[src/verilog/wdgt_pkg.sv]
// Package of constants for the windowed watchdog timer.
// Assumes one 200 MHz machine clock shared by all watchdog files.
`default_nettype none
package wdgt_pkg;

	// ****************************************************************
	// Register map
	// ****************************************************************
	localparam logic [7:0] WDGT_CTRL_OFFS  = 8'h00;
	localparam logic [7:0] WDGT_STAT_OFFS  = 8'h01;
	localparam logic [7:0] WDGT_OPT_OFFS   = 8'h02;
	localparam logic [7:0] WDGT_CTRL_RESET = 8'h7F;
	localparam logic [6:0] WDGT_EXPIRE_CNT = 7'h40;
	localparam int         WDGT_ACT_BIT    = 7;
	localparam int         WDGT_TOP_BIT    = 6;
	localparam int         WDGT_HWWD_BIT   = 0;
	localparam int         WDGT_HNR_BIT    = 1;

	// ****************************************************************
	// Timing
	// ****************************************************************
	localparam int WDGT_PRESCALE_CYC = 16000;
	localparam int WDGT_CLK_MHZ      = 200;
	localparam int WDGT_RST_PULSE_NS = 30000;
	localparam int WDGT_RST_PULSE_CYC = (WDGT_RST_PULSE_NS * WDGT_CLK_MHZ) / 1000;

	typedef enum logic [1:0] {
		WDGT_IDLE,
		WDGT_PULSE
	} wdgt_rst_state_t;

endpackage : wdgt_pkg
`default_nettype wire

[src/verilog/wdgt_top.sv]
// Windowed watchdog timer: control word, free-running countdown,
// reset generation on expiry, software trigger and halt.
// Assumes the CPU drives the register port on the same clock and that
// the system reset reaches reset when the reset pin is pulled low.
`default_nettype none

// Behaviour
// - Countdown steps down by one every 16000 machine cycles.
// - Active watchdog resets when countdown goes 40h to 3Fh.
// - Watchdog reset holds the reset pin low about 30 us.
// - Countdown keeps running even while watchdog is inactive.
// - Low six countdown bits set one of 64 timeout lengths.
// - Disabled after reset; once active, stays active until reset.
// - Write with activation set and top bit clear resets at once.
// - Halt while active resets unless halt-without-reset is chosen.
// - Hardware option makes watchdog always active, ignoring activation bit.
// - Timeout spread of one step from unknown prescaler phase.
// - Control word resets to 7Fh, activation clear, count all ones.
module wdgt_top
	import wdgt_pkg::*;
#(
	parameter int PRESCALE  = WDGT_PRESCALE_CYC,
	parameter int PULSE_LEN = WDGT_RST_PULSE_CYC
) (
	input  wire logic       clock,       // 200 MHz machine clock
	input  wire logic       reset,       // Sync reset, active high
	input  wire logic [7:0] addr,        // Register address
	input  wire logic [7:0] wdata,       // Write data
	input  wire logic       wr,          // Write strobe
	input  wire logic       rd,          // Read strobe
	output logic      [7:0] rdata,       // Read data, cycle after rd
	input  wire logic       halt_exec,   // Halt instruction executed
	input  wire logic       hw_watchdog, // Option: always active
	input  wire logic       halt_without_reset_option, // Option: halt no reset
	output logic            reset_pin_n, // Reset pin, active low
	output logic            wdg_reset    // Reset request pulse
);

	// ****************************************************************
	// Option capture
	// ****************************************************************
	logic hw_opt_r;
	logic hnr_opt_r;

	// Not reset: option levels are static and must hold through reset,
	// else a halt on the first cycle after reset would miss the option
	always_ff @(posedge clock) begin
		hw_opt_r  <= hw_watchdog;
		hnr_opt_r <= halt_without_reset_option;
	end

	// ****************************************************************
	// Control word
	// ****************************************************************
	logic       activation_bit_r;
	logic [6:0] count_r;
	logic       step;
	logic       ctrl_wr;
	logic       active;
	logic       expire;
	logic       sw_reset;
	logic       halt_reset;
	logic       trigger;
	logic       busy;

	function automatic logic hit(input logic [7:0] a, input logic [7:0] offs);
		hit = (a == offs);
	endfunction : hit

	assign ctrl_wr = wr && hit(addr, WDGT_CTRL_OFFS);
	assign active  = activation_bit_r || hw_opt_r;

	wdgt_prescaler #(
		.DIV (PRESCALE)
	) u_pre (
		.clock (clock),
		.reset (reset),
		.tick  (step)
	);

	// Set only by software; clears only through reset
	always_ff @(posedge clock) begin
		if (reset) begin
			activation_bit_r <= WDGT_CTRL_RESET[WDGT_ACT_BIT];
		end else if (ctrl_wr && wdata[WDGT_ACT_BIT]) begin
			activation_bit_r <= 1'b1;
		end
	end

	// Write wins over a coincident step so a refresh is never lost
	always_ff @(posedge clock) begin
		if (reset) begin
			count_r <= WDGT_CTRL_RESET[6:0];
		end else if (ctrl_wr) begin
			count_r <= wdata[6:0];
		end else if (step) begin
			count_r <= count_r - 7'h01;
		end
	end

	// ****************************************************************
	// Reset sources
	// ****************************************************************
	assign expire = active && step && !ctrl_wr
		&& (count_r == WDGT_EXPIRE_CNT);
	assign sw_reset = ctrl_wr && wdata[WDGT_TOP_BIT] == 1'b0
		&& (wdata[WDGT_ACT_BIT] || active);
	assign halt_reset = halt_exec && active && !hnr_opt_r;
	assign trigger = (expire || sw_reset || halt_reset) && !busy;

	always_ff @(posedge clock) begin
		if (reset) begin
			wdg_reset <= 1'b0;
		end else begin
			wdg_reset <= trigger;
		end
	end

	wdgt_reset_pulse #(
		.LEN (PULSE_LEN)
	) u_pulse (
		.clock       (clock),
		.reset       (reset),
		.trigger     (trigger),
		.reset_pin_n (reset_pin_n),
		.busy        (busy)
	);

	// ****************************************************************
	// Read port
	// ****************************************************************
	always_ff @(posedge clock) begin
		if (reset) begin
			rdata <= 8'h00;
		end else if (rd) begin
			if (hit(addr, WDGT_CTRL_OFFS)) begin
				rdata <= {activation_bit_r, count_r};
			end else if (hit(addr, WDGT_STAT_OFFS)) begin
				rdata <= {6'h00, busy, active};
			end else if (hit(addr, WDGT_OPT_OFFS)) begin
				rdata <= {6'h00, hnr_opt_r, hw_opt_r};
			end else begin
				rdata <= 8'h00;
			end
		end else begin
			rdata <= 8'h00;
		end
	end

endmodule : wdgt_top
`default_nettype wire

[src/verilog/wdgt_prescaler.sv]
// Prescaler: one tick every DIV machine cycles.
// Assumes synchronous active-high reset on the same clock.
`default_nettype none
module wdgt_prescaler
	import wdgt_pkg::*;
#(
	parameter int DIV = WDGT_PRESCALE_CYC
) (
	input  wire logic clock, // Machine clock
	input  wire logic reset, // Sync reset
	output logic      tick   // One-cycle step pulse
);
	logic [15:0] cnt_r;

	// Free running, never restarted by writes
	always_ff @(posedge clock) begin
		if (reset) begin
			cnt_r <= 16'h0000;
		end else if (cnt_r == 16'(DIV - 1)) begin
			cnt_r <= 16'h0000;
		end else begin
			cnt_r <= cnt_r + 16'h0001;
		end
	end

	assign tick = (cnt_r == 16'(DIV - 1));
endmodule : wdgt_prescaler
`default_nettype wire

[src/verilog/wdgt_reset_pulse.sv]
// Reset pulse stretcher: holds the reset pin low for a fixed count.
// Assumes trigger is a one-cycle pulse on the machine clock.
`default_nettype none
module wdgt_reset_pulse
	import wdgt_pkg::*;
#(
	parameter int LEN = WDGT_RST_PULSE_CYC
) (
	input  wire logic clock,       // Machine clock
	input  wire logic reset,       // Sync reset
	input  wire logic trigger,     // Start pulse
	output logic      reset_pin_n, // Reset pin, active low
	output logic      busy         // Pulse in progress
);
	wdgt_rst_state_t state_r;
	logic [15:0]     cnt_r;

	always_ff @(posedge clock) begin
		if (reset) begin
			state_r <= WDGT_IDLE;
			cnt_r   <= 16'h0000;
		end else begin
			case (state_r)
				WDGT_IDLE: begin
					if (trigger) begin
						state_r <= WDGT_PULSE;
						cnt_r   <= 16'(LEN - 1);
					end
				end
				WDGT_PULSE: begin
					if (cnt_r == 16'h0000) begin
						state_r <= WDGT_IDLE;
					end else begin
						cnt_r <= cnt_r - 16'h0001;
					end
				end
				default: begin
					state_r <= WDGT_IDLE;
				end
			endcase
		end
	end

	always_ff @(posedge clock) begin
		if (reset) begin
			reset_pin_n <= 1'b1;
		end else begin
			reset_pin_n <= !(state_r == WDGT_PULSE && cnt_r != 16'h0000) && !trigger;
		end
	end

	assign busy = (state_r == WDGT_PULSE);
endmodule : wdgt_reset_pulse
`default_nettype wire

[config.mk]
export PLATFORM = sky130hd
export DESIGN_NAME = wdgt_top
export DESIGN_NICKNAME = d
export VERILOG_FILES = /design/src/verilog/wdgt_pkg.sv /design/src/verilog/wdgt_top.sv /design/src/verilog/wdgt_prescaler.sv /design/src/verilog/wdgt_reset_pulse.sv
export SDC_FILE = /design/constraint.sdc
export NUM_CORES = 1
export LEC_CHECK = 0
export ABC_AREA = 1
export CORE_ASPECT_RATIO = 1.75
export CORE_MARGIN = 1.5
export CORE_UTILIZATION = 55
export DETAILED_ROUTE_END_ITERATION = 6
export DONT_BUFFER_PORTS = 1
export GPL_TIMING_DRIVEN = 0
export HOLD_SLACK_MARGIN = 0.06
export PLACE_DENSITY = 0.8
export SETUP_SLACK_MARGIN = 0.15
export SLEW_MARGIN = 20
export SYNTH_ARGS = -nofsm -noshare
export SYNTH_HDL_FRONTEND = slang
export SYNTH_SLANG_ARGS = --single-unit
[constraint.sdc]
create_clock -name clock -period 2.8 [get_ports clock]
set_input_delay 0.42 -clock clock [delete_from_list [all_inputs] [get_ports clock]]
set_output_delay 0.42 -clock clock [all_outputs]
set_load 0.01 [all_outputs]
==> impl_metrics.env <==
export IMPL_yosysMostFrequentCell="nand2_1"
export IMPL_tritoncts="built"
export IMPL_switching_share_pct=26.81
export IMPL_synth_top_cell_area_share_pct=37.36
export IMPL_gp_congestion=0.9411
export IMPL_holdWs_ns=0.1376
export IMPL_ff2ff_setup_slack_ns=0.85
export IMPL_synth_cell_types=38
export IMPL_p_comb_share_pct=15.3
export IMPL_cts_root_buf="clkbuf_8"
export IMPL_synth_edf_count=0
export IMPL_tightest_slew_ns=0.6015
export IMPL_switchingPower_mw=0.4244
export IMPL_async_reset_ff_share_pct=0
export IMPL_drt_antenna_violating_nets=0
export IMPL_clk_pin_slew_ns=0.10
export IMPL_peakVddDrop_uv=358.4
export IMPL_cp_required_ns=3.04
export IMPL_synth_common_cells="nand2_1 (73), nor2_1 (66), inv_1 (54)"
export IMPL_p_total_mw=1.583
export IMPL_row_count=34
export IMPL_crit_chain="inv_1 -> ha_1 -> inv_1 -> nor2_1 -> nand2_1 -> nor2_2 -> inv_1 -> nor2_1 -> nand2_1 -> nand2_1 -> nand3_1 -> nand3_1 -> nand2_1 -> nor2_1"
export IMPL_power_share_sequential_pct=51.0
export IMPL_drive_gt1_share_pct=8.213
export IMPL_period_minus_slack_ns=1.953
export IMPL_path_common_cell="nand2_1"
export IMPL_final_setup_worst_slack_ns=0.8472
export IMPL_period_share_pct=69.74
export IMPL_synth_warning_count=0
export IMPL_coreArea_um2=4977
export IMPL_antenna_found_initial=0
export IMPL_critPathArrivalTime_ns=2.19
export IMPL_start_kind="flip-flop"
export IMPL_critPathCaptureType="flip-flop"
export IMPL_crit_type="reg2reg"
export IMPL_cts_resized=0
export IMPL_status="finished, final reports clean"
export IMPL_detail_route_iter0_violations=112
export IMPL_syn_to_final_growth_pct=6.476
export IMPL_cp_slowest_cell="dfxtp_1"
export IMPL_pwr_share_clk_pct=33.6
export IMPL_max_stage_delay_ns=0.34
export IMPL_hold_violations=0
export IMPL_grt_max_degree=16
export IMPL_syn_cell_area_um2=2840
export IMPL_clk_latency_ns=0.31
export IMPL_tns_ns=0
export IMPL_viasPerCell=5.543
export IMPL_cts_buffers=5
export IMPL_synth_seq_cells=53
export IMPL_diodes=0
export IMPL_yosysSeqAreaShare_pct=37.36
export IMPL_rsz0062_at_grt="false"
export IMPL_post_cts_setup_buffers=0
export IMPL_grt_overflow=0
export IMPL_intPower_mw=1.158
export IMPL_cts_hold_buf=0
export IMPL_ys_flop_type="dfxtp_1"
export IMPL_wl_per_cell_um=13.58
export IMPL_post_route_drc_count=0
export IMPL_cap_violations=0
export IMPL_die_x_um=57.32
export IMPL_slew_violations=0
export IMPL_cellLeakagePower_nw=1.328
export IMPL_firstDrtPassIters=4
export IMPL_cts_buffer_depth=2
export IMPL_initial_core_util_pct=57.06
export IMPL_final_setup_viol_count=0
export IMPL_grt_use_total_pct=24.40
export IMPL_io_buffers=0
export IMPL_finalWirelength_um=6355
export IMPL_hp_class="in2reg"
export IMPL_via_count=2594
export IMPL_place_ws_ns=0.9151
export IMPL_h_tree_depth=2
export IMPL_ios=33
export IMPL_relSlewSlack_pct=59.90
export IMPL_max_freq_mhz=512.1
export IMPL_crit_fanout=4
export IMPL_grt_pass1_vias=2698
export IMPL_syn_inst=406
export IMPL_dieHeight_um=98.07
export IMPL_final_nets=441
export IMPL_grt_pass1_wl_um=11030
export IMPL_power_density_nw_per_um2=523.3
export IMPL_syn_nets=434
export IMPL_fin_worst_skew_ns=0.01153
export IMPL_clock_sinks=53
export IMPL_synth_area_top_cells="dfxtp_1 (37%), nand2_1 (9.6%), nor2_1 (8.7%)"
export IMPL_die_area_um2=5621
export IMPL_synth_largest_area_cell="dfxtp_1"
export IMPL_syn_area_per_cell_um2=6.996
export IMPL_hpwl_um=5001
critical path: cells and delay by family, from the launching register on:
family	cells	cell delay, ns
AND/OR/NAND/NOR	10	1.12
flip-flops	1	0.34
buffers and inverters	3	0.25
adder cells (fa/ha/maj)	1	0.17
sequential cells by signal (all words and copies together) (netlist names):
register and count:
u_pulse.reset_pin_n 1, activation_bit_r 1, u_pre.cnt_r 16, u_pulse.state_r 1, hw_opt_r 1, u_pulse.cnt_r 16, count_r 7, rdata 8
hnr_opt_r 1, wdg_reset 1
final timing paths:
| check | startpoint | endpoint | cells after the start |
|---|---|---|---|
| setup / recovery | u_pulse.cnt_r[0]$_SDFFE_PP0P_ | u_pulse.cnt_r[14]$_SDFFE_PP0P_ | 14 |
| hold / removal | halt_without_reset_option | hnr_opt_r$_DFF_P_ | 0 |
| setup reg to reg | u_pulse.cnt_r[0]$_SDFFE_PP0P_ | u_pulse.cnt_r[14]$_SDFFE_PP0P_ | 14 |
| hold reg to reg | u_pre.cnt_r[0]$_SDFF_PP0_ | u_pre.cnt_r[0]$_SDFF_PP0_ | 1 |
power by group through the flow:
| stage | clock network [mW] | registers [mW] | logic (mW) |
|---|---|---|---|
| floorplan | 0 | 0.818 | 0.192 |
| global placement | 0 | 0.823 | 0.232 |
| detailed placement | 0 | 0.825 | 0.238 |
| CTS | 0.547 | 0.807 | 0.239 |
| global route | 0.572 | 0.811 | 0.279 |
| finish | 0.533 | 0.807 | 0.243 |
per-stage QoR:
stage / instances / instance area, um2 / utilization, %
2_1_floorplan: 406 / 2840 / -
3_3_place_gp: 460 / 2908 / 58.42
3_5_place_dp: 460 / 2908 / 58.42
4_1_cts: 468 / 3024 / 60.76
5_1_grt: 468 / 3024 / 60.76
6_report: 468 / 3024 / 60.76
placed cells by master, fill, tap and decap left out, types with 3 or more instances in the layout:
| cell type | count |
|---|---|
| a21oi_1 | 28 |
| a31oi_1 | 3 |
| buf_6 | 3 |
| clkbuf_1 | 5 |
| clkbuf_8 | 6 |
| dfxtp_1 | 53 |
| ha_1 | 5 |
| inv_1 | 54 |
| nand2_1 | 73 |
| nand2_2 | 3 |
| nand3_1 | 39 |
| nand4_1 | 4 |
| nor2_1 | 66 |
| nor2_4 | 4 |
| nor3_1 | 10 |
| nor3_2 | 3 |
| o211ai_1 | 4 |
| o21ai_0 | 12 |
| xor2_1 | 10 |
area by class of cell:
cell class | count | area, um2
clock buffer | 7 | 86.33
fill | 452 | 1953
clock inverter | 1 | 30.03
tap | 54 | 67.56
inverter | 55 | 206.4
buffer | 9 | 58.81
sequential | 53 | 1061
multi-input combinational | 289 | 1514
cells by family after synthesis:
| group | share of synthesized area [%] |
|---|---|
| AND/OR/NAND/NOR | 36.34 |
| buffers and inverters | 9.339 |
| AO/OA/AOI/OAI | 11.06 |
| adder cells (fa/ha/maj) | 2.203 |
| flip-flops | 37.36 |
| XOR/XNOR | 3.700 |
routing by layer:
| metal | vias to the layer above | wire [um] | track usage, % |
|---|---|---|---|
| li1 | 1323 | - | - |
| met2 | 56 | 3638 | 47.57 |
| met1 | 1196 | 2220 | 21.93 |
| met4 | 0 | 212 | 13.60 |
| met3 | 19 | 284 | 5.033 |
| met5 | - | 0 | 0 |
No activity file was read; power rests on OpenSTA's default activity.
